## src/core/fpi_pkg.sv

```systemverilog
// constants and types for the front panel indicator block
`default_nettype none
package fpi_pkg;

   // ==========================================================
   // register map (byte addresses)
   localparam logic [11:0] FPI_CTRL_OFF = 12'h000;
   localparam logic [11:0] FPI_STAT_OFF = 12'h004;
   localparam logic [11:0] FPI_IRQ_STAT_OFF = 12'h008;
   localparam logic [11:0] FPI_IRQ_MASK_OFF = 12'h00C;

   // ==========================================================
   // field positions
   localparam int FPI_CTRL_PROT_BIT = 0;
   localparam int FPI_CTRL_UNIT_LSB = 4;
   localparam int FPI_IRQ_ERR_BIT = 0;
   localparam int FPI_IRQ_DCF_BIT = 1;
   localparam int FPI_IRQ_BAD_BIT = 2;
   localparam int FPI_IRQ_CLR_BIT = 3;
   localparam int FPI_IRQ_W = 4;

   // ==========================================================
   // reset values
   localparam logic [7:0] FPI_CTRL_RST = 8'h00;
   localparam logic [3:0] FPI_IRQ_RST = 4'h0;

   // ==========================================================
   // display codes
   localparam logic [7:0] FPI_CODE_MIN = 8'h20;
   localparam logic [7:0] FPI_CODE_MAX = 8'hDD;
   localparam logic [3:0] FPI_DIGIT_MAX = 4'hE;
   localparam logic [3:0] FPI_HALT_DIGIT = 4'hF;
   localparam logic [6:0] FPI_SEG_BLANK = 7'h00;
   localparam int FPI_DIGITS = 3;

   // ==========================================================
   // panel pin indices
   localparam int FPI_PIN_PERMIT = 0;
   localparam int FPI_PIN_AC = 1;
   localparam int FPI_PIN_DC = 2;
   localparam int FPI_PIN_PWR = 3;
   localparam int FPI_PIN_SELA = 4;
   localparam int FPI_PIN_SELB = 5;
   localparam int FPI_PIN_SRST = 6;
   localparam int FPI_PIN_W = 7;

   typedef enum logic [1:0] {
      FPI_ERR_IDLE = 2'h0,
      FPI_ERR_SOFT = 2'h1,
      FPI_ERR_HARD = 2'h3
   } fpi_err_state_t;

endpackage
`default_nettype wire

```

## src/core/fpi_panel.sv

```systemverilog
// front panel lamps and digit display with apb register slave
//
// Design decisions made here: register access over APB and the register offsets.
`timescale 1ns/10ps
`default_nettype none

// Functional notes
// - protect lamp is dark whenever writing is permitted and the ctrl protect bit is clear.
// - permit switch in write-enable keeps protect lamp off while the ctrl protect bit is clear.
// - power fault lamp lit with ac present and switch off.
// - lamp lit with switch on marks latched dc fault until switch cycled.
// - unit lamp lit means unit mode, digits show unit number.
// - unit lamp dark means cylinder mode, digits show cylinder while no error is shown.
// - display mode follows the two display select switches.
// - error lamp lights when an error event with a valid code arrives.
// - controller soft reset clears a soft error.
// - hard error stays lit through soft reset.
// - error lamp lit means error code shown on digits.
// - error lamp off with no error pending.
// - three seven-segment digits are driven.
// - error codes use digits 0 to E within 20 to DD.
// - shutdown halt shows F on the unit digit in unit mode or while an error is shown.
module fpi_panel
   import fpi_pkg::*;
(
   input wire logic i_sys_clk,
   input wire logic i_nrst,
   input wire logic i_psel,
   input wire logic i_penable,
   input wire logic i_pwrite,
   input wire logic [11:0] i_paddr,
   input wire logic [31:0] i_pwdata,
   output logic [31:0] o_prdata,
   output logic o_pready,
   output logic o_pslverr,
   input wire logic i_write_permit,
   input wire logic i_ac_power_ok,
   input wire logic i_dc_power_ok,
   input wire logic i_power_switch_on,
   input wire logic i_display_select_switch_a,
   input wire logic i_display_select_switch_b,
   input wire logic i_ctl_soft_reset,
   input wire logic i_err_event,
   input wire logic i_err_hard,
   input wire logic [7:0] i_err_code,
   input wire logic i_shutdown_halt,
   input wire logic [11:0] i_cylinder,
   output logic o_protect_lamp,
   output logic o_power_fault_lamp,
   output logic o_unit_mode_lamp,
   output logic o_error_lamp,
   output logic [6:0] o_seg_unit,
   output logic [6:0] o_seg_status_hi,
   output logic [6:0] o_seg_status_lo,
   output logic o_irq
);

   // ==========================================================
   // functions
   localparam logic [6:0] SEG_TAB [16] = '{7'h3F, 7'h06, 7'h5B, 7'h4F, 7'h66, 7'h6D, 7'h7D,
      7'h07, 7'h7F, 7'h6F, 7'h77, 7'h7C, 7'h39, 7'h5E, 7'h79, 7'h71};

   function automatic logic [6:0] hex_to_seg(input logic [3:0] n);
      return SEG_TAB[n];
   endfunction

   function automatic logic code_ok(input logic [7:0] c);
      return (c >= FPI_CODE_MIN) && (c <= FPI_CODE_MAX)
         && (c[7:4] <= FPI_DIGIT_MAX) && (c[3:0] <= FPI_DIGIT_MAX);
   endfunction
   function automatic logic addr_hit(input logic [11:0] a, input logic [11:0] off);
      return a == off;
   endfunction

   // ==========================================================
   // reset release
   logic [1:0] rst_sync_q;
   logic rst_n;

   always_ff @(posedge i_sys_clk or negedge i_nrst)
   begin
      if (!i_nrst)
         rst_sync_q <= 2'h0;
      else
         rst_sync_q <= {rst_sync_q[0], 1'b1};
   end

   assign rst_n = rst_sync_q[1];

   // ==========================================================
   // panel pin synchronisers
   logic [FPI_PIN_W-1:0] pin_w;
   logic [FPI_PIN_W-1:0] s1_q;
   logic [FPI_PIN_W-1:0] s2_q;
   logic [FPI_PIN_W-1:0] s3_q;
   logic [FPI_PIN_W-1:0] pin_q;
   logic [FPI_PIN_W-1:0] pin_d;

   assign pin_w = {i_ctl_soft_reset, i_display_select_switch_b,
      i_display_select_switch_a, i_power_switch_on, i_dc_power_ok,
      i_ac_power_ok, i_write_permit};
   // accept a level once two later stages agree
   assign pin_d = (s2_q & s3_q) | (pin_q & (s2_q | s3_q));

   always_ff @(posedge i_sys_clk or negedge rst_n)
   begin
      if (!rst_n)
      begin
         s1_q <= '0;
         s2_q <= '0;
         s3_q <= '0;
         pin_q <= '0;
      end
      else
      begin
         s1_q <= pin_w;
         s2_q <= s1_q;
         s3_q <= s2_q;
         pin_q <= pin_d;
      end
   end

   logic permit_w;
   logic ac_w;
   logic dc_w;
   logic pwr_w;
   logic unit_mode_w;
   logic srst_prev_q;
   logic soft_pulse_w;

   assign permit_w = pin_q[FPI_PIN_PERMIT];
   assign ac_w = pin_q[FPI_PIN_AC];
   assign dc_w = pin_q[FPI_PIN_DC];
   assign pwr_w = pin_q[FPI_PIN_PWR];
   assign unit_mode_w = pin_q[FPI_PIN_SELA] & ~pin_q[FPI_PIN_SELB];
   assign soft_pulse_w = pin_q[FPI_PIN_SRST] & ~srst_prev_q;

   // ==========================================================
   // registers and apb decode
   logic [7:0] ctrl_q;
   logic [FPI_IRQ_W-1:0] istat_q;
   logic [FPI_IRQ_W-1:0] istat_d;
   logic [FPI_IRQ_W-1:0] imask_q;
   logic [FPI_IRQ_W-1:0] iset_w;
   logic wr_w;
   logic setup_w;
   logic mapped_w;
   logic [31:0] rd_w;
   logic [31:0] stat_w;
   logic [3:0] unit_num_w;

   assign setup_w = i_psel & ~i_penable;
   assign wr_w = i_psel & i_penable & i_pwrite & o_pready;
   assign mapped_w = addr_hit(i_paddr, FPI_CTRL_OFF) | addr_hit(i_paddr, FPI_STAT_OFF)
      | addr_hit(i_paddr, FPI_IRQ_STAT_OFF) | addr_hit(i_paddr, FPI_IRQ_MASK_OFF);
   assign unit_num_w = ctrl_q[FPI_CTRL_UNIT_LSB +: 4];

   // ==========================================================
   // error state
   fpi_err_state_t err_q;
   fpi_err_state_t err_d;
   logic [7:0] code_q;
   logic [7:0] code_d;
   logic ev_ok_w;
   logic dcf_q;
   logic dcf_d;

   assign ev_ok_w = i_err_event & code_ok(i_err_code);
   always_comb
   begin
      err_d = err_q;
      code_d = code_q;
      case (err_q)
         FPI_ERR_IDLE, FPI_ERR_SOFT:
         begin
            if (ev_ok_w)
            begin
               err_d = i_err_hard ? FPI_ERR_HARD : FPI_ERR_SOFT;
               code_d = i_err_code;
            end
            else if (soft_pulse_w)
               err_d = FPI_ERR_IDLE;
         end
         FPI_ERR_HARD:
         begin
            if (ev_ok_w && i_err_hard)
               code_d = i_err_code;
            err_d = FPI_ERR_HARD;
         end
         default:
            err_d = FPI_ERR_IDLE;
      endcase
   end
   // latched dc fault, cleared only by switching power off
   assign dcf_d = pwr_w & (dcf_q | (ac_w & ~dc_w));

   always_ff @(posedge i_sys_clk or negedge rst_n)
   begin
      if (!rst_n)
      begin
         err_q <= FPI_ERR_IDLE;
         code_q <= 8'h00;
         dcf_q <= 1'b0;
         srst_prev_q <= 1'b0;
      end
      else
      begin
         err_q <= err_d;
         code_q <= code_d;
         dcf_q <= dcf_d;
         srst_prev_q <= pin_q[FPI_PIN_SRST];
      end
   end

   // ==========================================================
   // display selection
   logic [3:0] nib_w [FPI_DIGITS];
   logic blank_w [FPI_DIGITS];
   logic show_err_w;
   logic [3:0] unit_dig_w;
   logic [6:0] seg_q [FPI_DIGITS];

   assign show_err_w = err_q != FPI_ERR_IDLE;
   assign unit_dig_w = i_shutdown_halt ? FPI_HALT_DIGIT : unit_num_w;
   assign nib_w[2] = (show_err_w | unit_mode_w) ? unit_dig_w : i_cylinder[11:8];
   assign nib_w[1] = show_err_w ? code_q[7:4] : i_cylinder[7:4];
   assign nib_w[0] = show_err_w ? code_q[3:0] : i_cylinder[3:0];
   assign blank_w[2] = 1'b0;
   assign blank_w[1] = unit_mode_w & ~show_err_w;
   assign blank_w[0] = unit_mode_w & ~show_err_w;

   genvar gi;
   generate
      for (gi = 0; gi < FPI_DIGITS; gi++)
      begin : g_digit
         always_ff @(posedge i_sys_clk or negedge rst_n)
         begin
            if (!rst_n)
               seg_q[gi] <= FPI_SEG_BLANK;
            else
               seg_q[gi] <= blank_w[gi] ? FPI_SEG_BLANK : hex_to_seg(nib_w[gi]);
         end
      end
   endgenerate

   assign o_seg_unit = seg_q[2];
   assign o_seg_status_hi = seg_q[1];
   assign o_seg_status_lo = seg_q[0];

   // ==========================================================
   // lamps
   logic protect_d;
   logic pfault_d;

   assign protect_d = ~(permit_w & ~ctrl_q[FPI_CTRL_PROT_BIT]);
   assign pfault_d = ac_w & (~pwr_w | dcf_q);

   always_ff @(posedge i_sys_clk or negedge rst_n)
   begin
      if (!rst_n)
      begin
         o_protect_lamp <= 1'b1;
         o_power_fault_lamp <= 1'b0;
         o_unit_mode_lamp <= 1'b0;
         o_error_lamp <= 1'b0;
      end
      else
      begin
         o_protect_lamp <= protect_d;
         o_power_fault_lamp <= pfault_d;
         o_unit_mode_lamp <= unit_mode_w;
         o_error_lamp <= show_err_w;
      end
   end

   // ==========================================================
   // interrupts and apb slave
   assign iset_w = {(err_q == FPI_ERR_SOFT) & soft_pulse_w & ~ev_ok_w,
      i_err_event & ~ev_ok_w, dcf_d & ~dcf_q, ev_ok_w};
   // set wins over a write-one clear in the same cycle
   assign istat_d = (istat_q & ~((wr_w && addr_hit(i_paddr, FPI_IRQ_STAT_OFF))
      ? i_pwdata[FPI_IRQ_W-1:0] : FPI_IRQ_RST)) | iset_w;
   assign stat_w = {9'h000, pin_q, code_q, i_shutdown_halt, dcf_q, err_q,
      o_error_lamp, o_unit_mode_lamp, o_power_fault_lamp, o_protect_lamp};
   assign rd_w = addr_hit(i_paddr, FPI_CTRL_OFF) ? {24'h00_0000, ctrl_q}
      : addr_hit(i_paddr, FPI_STAT_OFF) ? stat_w
      : addr_hit(i_paddr, FPI_IRQ_STAT_OFF) ? {28'h000_0000, istat_q}
      : addr_hit(i_paddr, FPI_IRQ_MASK_OFF) ? {28'h000_0000, imask_q}
      : 32'h0000_0000;

   always_ff @(posedge i_sys_clk or negedge rst_n)
   begin
      if (!rst_n)
      begin
         ctrl_q <= FPI_CTRL_RST;
         imask_q <= FPI_IRQ_RST;
         istat_q <= FPI_IRQ_RST;
         o_irq <= 1'b0;
         o_pready <= 1'b0;
         o_pslverr <= 1'b0;
         o_prdata <= 32'h0000_0000;
      end
      else
      begin
         if (wr_w && addr_hit(i_paddr, FPI_CTRL_OFF))
            ctrl_q <= i_pwdata[7:0];
         if (wr_w && addr_hit(i_paddr, FPI_IRQ_MASK_OFF))
            imask_q <= i_pwdata[FPI_IRQ_W-1:0];
         istat_q <= istat_d;
         o_irq <= |(istat_q & imask_q);
         o_pready <= setup_w;
         o_pslverr <= setup_w & ~mapped_w;
         o_prdata <= setup_w ? rd_w : 32'h0000_0000;
      end
   end
endmodule

`default_nettype wire

```

## config.mk

```make
export PLATFORM = sky130hd
export DESIGN_NAME = fpi_panel
export DESIGN_NICKNAME = d
export VERILOG_FILES = /design/src/core/fpi_pkg.sv /design/src/core/fpi_panel.sv
export SDC_FILE = /design/constraint.sdc
export NUM_CORES = 1
export LEC_CHECK = 0
export ABC_AREA = 1
export BUFFER_PORTS_ARGS = -buffer_cell sky130_fd_sc_hd__buf_2
export CAP_MARGIN = 10
export CORE_MARGIN = 2
export CORE_UTILIZATION = 45
export CTS_CLUSTER_SIZE = 25
export DETAILED_ROUTE_END_ITERATION = 8
export PLACE_DENSITY = 0.81
export SKIP_CTS_REPAIR_TIMING = 1
export SYNTH_ARGS = -nofsm -noshare
export SYNTH_HDL_FRONTEND = slang
export SYNTH_SLANG_ARGS = --single-unit
```

## constraint.sdc

```tcl
create_clock -name i_sys_clk -period 3 [get_ports i_sys_clk]
set_input_delay 0.3 -clock i_sys_clk [delete_from_list [all_inputs] [get_ports i_sys_clk]]
set_output_delay 0.3 -clock i_sys_clk [all_outputs]
set_load 0.02 [all_outputs]
```

# After elaboration in Yosys (flattened, before gate mapping)
# Memories as Yosys holds them, arrays and structs flattened. A register that Yosys moved wholly into a read port is not among the register bits.
# Cells that the tools add are included.
# totals
register_bits	102
latch_bits	0
mem_bits_rw	0
rom_bits	336
in_bits	79
out_inout_bits	60
elab_cells	122
mem_count	3
# op_classes
addsub	0
multipliers	0
div	0
magnitude_cmp	6
eq_ne	8
shifts	0
mux	23
bitwise	45
reduce_logical	15
# memory_table
memory	words	width	rd	rd_clocked_by_memory_dff	write_ports	line_no	source
(no name shown)	16	7	1	1	0	fpi_panel.sv:64	return SEG_TAB[n];
(no name shown)	16	7	1	0	0	fpi_panel.sv:64	
(no name shown)	16	7	1	0	0	fpi_panel.sv:64	
# op_table
operator	n
two-way mux 23 bit	3
two-way mux 7 bit	6
two-way mux 4 bit	7
== test 12 x 4 -> 1 bit (second input constant)	2
bitwise AND 1 bit	17
two-way mux 8 bit	2
one-hot mux 8 bit (2 select lines)	1
NOT 4 -> 5 bit	3
bitwise AND 7 bit	2
OR 7 bit	2
== test 12 x 3 -> 1 bit (second input constant)	1
zero test 12 bit	1
NOT 1 bit	11
>= comparator 5 bit (second input constant)	2
bitwise AND 4 bit	2
>= comparator 8 x 6 -> 1 bit (second input constant)	1
<= comparator 4 bit (second input constant)	2
<= comparator 8 bit (second input constant)	1
logical AND 1 bit	7
two-way mux 2 bit	3
OR 1 bit	6
inequality test 2 bit (second input constant)	2
NOT 4 bit	1
OR 4 bit	1
other kinds (10)	11

# Logic depth before layout (Yosys ltp)
# logic_depth
word_depth	8
depth_mapped	11
mapped_depth_nobuf	11

# Worst setup path after synthesis
# OpenSTA, ideal clock, no wires.
# synth_path
kind	reg2reg
start	register err_q[1]
end	register seg_q (netlist bit o_seg_unit[3])
setup_ps	72
t_arrival_ps	1885
required_ps	2928
path_slack_ps	1043
stages_incl_launch_ff	10
path_buffers	0
period_less_slack_ps	1957
path_cell_list	dfrtp_1 nor2_8 nand2_4 o21ai_1 inv_1 ha_1 inv_1 o21ai_0 nor2_1 nor2_1
# synth_between
elab_chain_cells	4
# synth_rtl
element	line_no	source
start, declared	fpi_panel.sv:160	fpi_err_state_t err_q;
start signal, assigned	fpi_panel.sv:208	err_q <= err_d;
nonzero test 2 bit	fpi_panel.sv:223	assign show_err_w = err_q != FPI_ERR_IDLE;
OR 1 bit	fpi_panel.sv:225	assign nib_w[2] = (show_err_w | unit_mode_w) ? unit_dig_w : i_cylinder[11:8];
two-way mux 4 bit	fpi_panel.sv:225	
NOT 4 -> 5 bit (not written as such)	fpi_panel.sv:64	
end, declared	fpi_panel.sv:221	logic [6:0] seg_q [FPI_DIGITS];
# Every way passes these cells.
# A chain may end at the register's enable or synchronous reset.

# Worst setup path in the final report
# Ends and elaborated chain as after synthesis.

==> impl_metrics.ini <==
[timing]
min_period_over_period_pct = 79.0
setup_viol = 0
max_slew_margin_pct = 62.7
clock.fmax_mhz = 422
grt_setup_unrepaired = false
finalHoldViolCount = 0
whs_ns = 0.0297
tns_ns = 0
fin_skew_ns = 0.0174
drv_slew = 0
worstMarginPinSlew_ns = 0.560
finalWorstSetupSlack_ns = 0.631
period_needed_ns = 2.37

[clock_tree]
htreeDepth = 3
cts_buffers = 9
cts_sinks = 109
tritoncts = built
insertion_delay_ns = 0.37
clkTransAtPathRegs_ns = 0.10
cts_root_buf = clkbuf_8
cts_max_path_buffers = 2

[pwr]
powerDensity_mw_per_mm2 = 540
sequentialPowerShare_pct = 53.1
p_leak_uw = 0.00290
peakVddDrop_v = 0.000238
intPower_uw = 2170
p_sw_uw = 892
p_sw_share_pct = 29.2
p_comb_share_pct = 17.0
power_frac_clock_pct = 29.9

[worst_setup_path]
reg2reg_depth = 9
crit_family = simple AND/OR/NAND/NOR gates
crit_fanout = 18
crit_chain = nor2_8 > nand2_4 > o21ai_1 > inv_1 > ha_1 > inv_1 > o21ai_0 > nor2_1 > nor2_1
path_buf_inv = 2
r2r_end = o_seg_unit[3]
ff2ff_setup_slack_ns = 0.63
crit_path_end_kind = flop
arrival_ns = 2.66
r2r_start = err_q[1]
cp-start-kind = flop
critical-path-max-stage-delay_ns = 0.50
slowest_stage = dfrtp_1
setup.worst_path.class = reg2reg
required_ns = 3.30

[synthesis]
synth-seq-cells = 109
synth_compound_gate_area_share_pct = 9.64
synth_xor_area_share_pct = 0
ys.warnings.count = 0
synth_area_mm2 = 0.00480
synthDistinctLibCells = 36
synth_area_per_cell_um2 = 9.44
synth_seq_area_share_pct = 56.8
yosys.area_share.simple_pct = 20.0
synth_top_family_by_area = simple AND/OR/NAND/NOR gates
postSynthCellCount = 509
muxShareOfSynthArea_pct = 0
synthAdderAreaFrac_pct = 6.15

[global_routing]
grt_antenna_before_repair = 0
grt_pass1_wl_mm = 17.1
grt_pass1_vias = 3591
track_usage_pct = 18.9
grt_max_degree = 108
gr-total-overflow = 0

[drt]
post-route-drc-count = 0
dr.pass1.iters = 4
viasPerCell = 4.84
drt-initial-drc-count = 225
wl_mm = 10.1
drtAntennaViolNets = 0
wl_per_cell_um = 13.3
num_vias = 3690

[layout]
layout.nets = 718
utilization_pct = 54.9
drive_gt1_share_pct = 23.6
stdcell_area_mm2 = 0.00567
fillCellCount = 925
layout.area.seq_mm2 = 0.00273
num_antenna_cells = 0
area_growth_pct = 17.9
multi_input_area_mm2 = 0.00176

[placement]
dpl.hpwl_mm = 7.69
placed_area_mm2 = 0.00545
preCtsSetupSlack_ns = 0.661
place.gp.congestion = 0.929
io_buffers = 105

[floorplanning]
die_x_um = 107
num_rows = 37
core_mm2 = 0.0103
initial_core_util_pct = 46.5
die-area_mm2 = 0.0115
ioPinCount = 139
die_h_um = 107

[status]
status = complete, no violations

[worst_hold_path]
hold_path.class = in2reg
min_path_cells = 1
hold_path.startpoint = i_ac_power_ok
worst_hold_path.endpoint = s1_q[1]

[flow_run]
max-cap-violations = 0
-- how the worst max path moves through the flow --
stage	start	to	cells after the start
2_1_floorplan	err_q[1]	o_seg_unit[3]	9
3_3_place_gp	err_q[1]	o_seg_unit[3]	9
3_5_place_dp	err_q[1]	o_seg_unit[3]	9
4_1_cts	err_q[1]	o_seg_unit[3]	9
5_1_grt	err_q[1]	o_seg_unit[3]	9
6_report	err_q[1]	o_seg_unit[3]	9
-- final cells by class --
| class | count | area share, % |
|---|---|---|
| clock inverter | 5 | 1.13 |
| clock buffer | 11 | 2.50 |
| inverter | 63 | 4.22 |
| timing repair buffer | 108 | 9.94 |
| multi-input combinational | 330 | 31.0 |
| sequential | 109 | 48.2 |
| tap | 136 | 3.00 |
-- placed cells by master (no fill, tap or decap), drive strengths merged, types with 2 or more instances in the layout --
cell type  instances
maj3               7
o21a               3
nand3             29
ha                18
conb              10
o21ai             53
inv               66
clkbuf            11
nand2            118
a31oi              3
buf              107
nor2              44
dfrtp            108
nor3              17
nand4              5
o211ai             2
a21oi             19
-- cell usage after synthesis, drive strengths merged --
cell type  instances  area share (%)
or2                1            0.18
nor3              17             2.0
buf               14             2.2
a31oi              3            0.39
o31a               1            0.18
ha                18             4.7
dfstp              1            0.55
nand3             29             3.1
o21a               3            0.47
nand2            118             9.8
conb               2            0.16
dfrtp            108              56
a21oi             19             2.0
maj3               7             1.5
nor2              44             4.1
inv               63             5.0
o21ai             53             6.3
clkbuf             1           0.078
nand4              5            0.78
o211ai             2            0.31
-- kinds of logic (layout without fill, tap and decap cells) --
| logic type | after synthesis | count (layout) |
|---|---|---|
| buffers and inverters | 78 | 187 |
| AOI/OAI and AO/OA | 81 | 81 |
| DFF | 109 | 109 |
| and+or+nand+nor | 214 | 214 |
| other | 2 | 10 |
| adders and majority gates | 25 | 25 |
-- per-stage QoR --
stage / instances / power [uW]
6_report: 762 / 3060
2_1_floorplan: 517 / 1990
3_5_place_dp: 745 / 2170
3_3_place_gp: 745 / 2160
4_1_cts: 761 / 3080
5_1_grt: 762 / 3230
-- sequential cells by signal, summed over array words and instances (netlist names), 7 cells and up, named ones only --
register         count
pin_q                7
o_seg_status_lo      7
code_q               8
o_seg_unit           7
ctrl_q               8
o_prdata            23
o_seg_status_hi      7
s2_q                 7
s1_q                 7
s3_q                 7
-- worst reg2reg max path, delay by kind of cell, from the launching register on --
kind / cells / cell delay, ns
AND/OR/NAND/NOR: 4 / 0.64
AO/OA/AOI/OAI: 2 / 0.64
flip-flops: 1 / 0.50
adder cells (fa/ha/maj): 1 / 0.32
buffers and inverters: 2 / 0.19
-- routing by layer --
layer	wire, um	track usage [%]	share of wire, %	up-vias
li1	-	-	-	1844
met1	4510	25.6	45	1730
met2	4970	31.1	49	105
met3	517	2.97	5.1	11
met4	135	6.78	1.3	0
met5	0	0	0	-
-- power by group through the flow --
stage	Clock (uW)	Combinational [uW]	Sequential (uW)
2_1_floorplan	0	250	1740
3_3_place_gp	0	507	1650
3_5_place_dp	0	518	1650
4_1_cts	933	520	1630
5_1_grt	1010	586	1640
6_report	914	521	1620
Note: power is estimated with default switching activity, not from simulation.
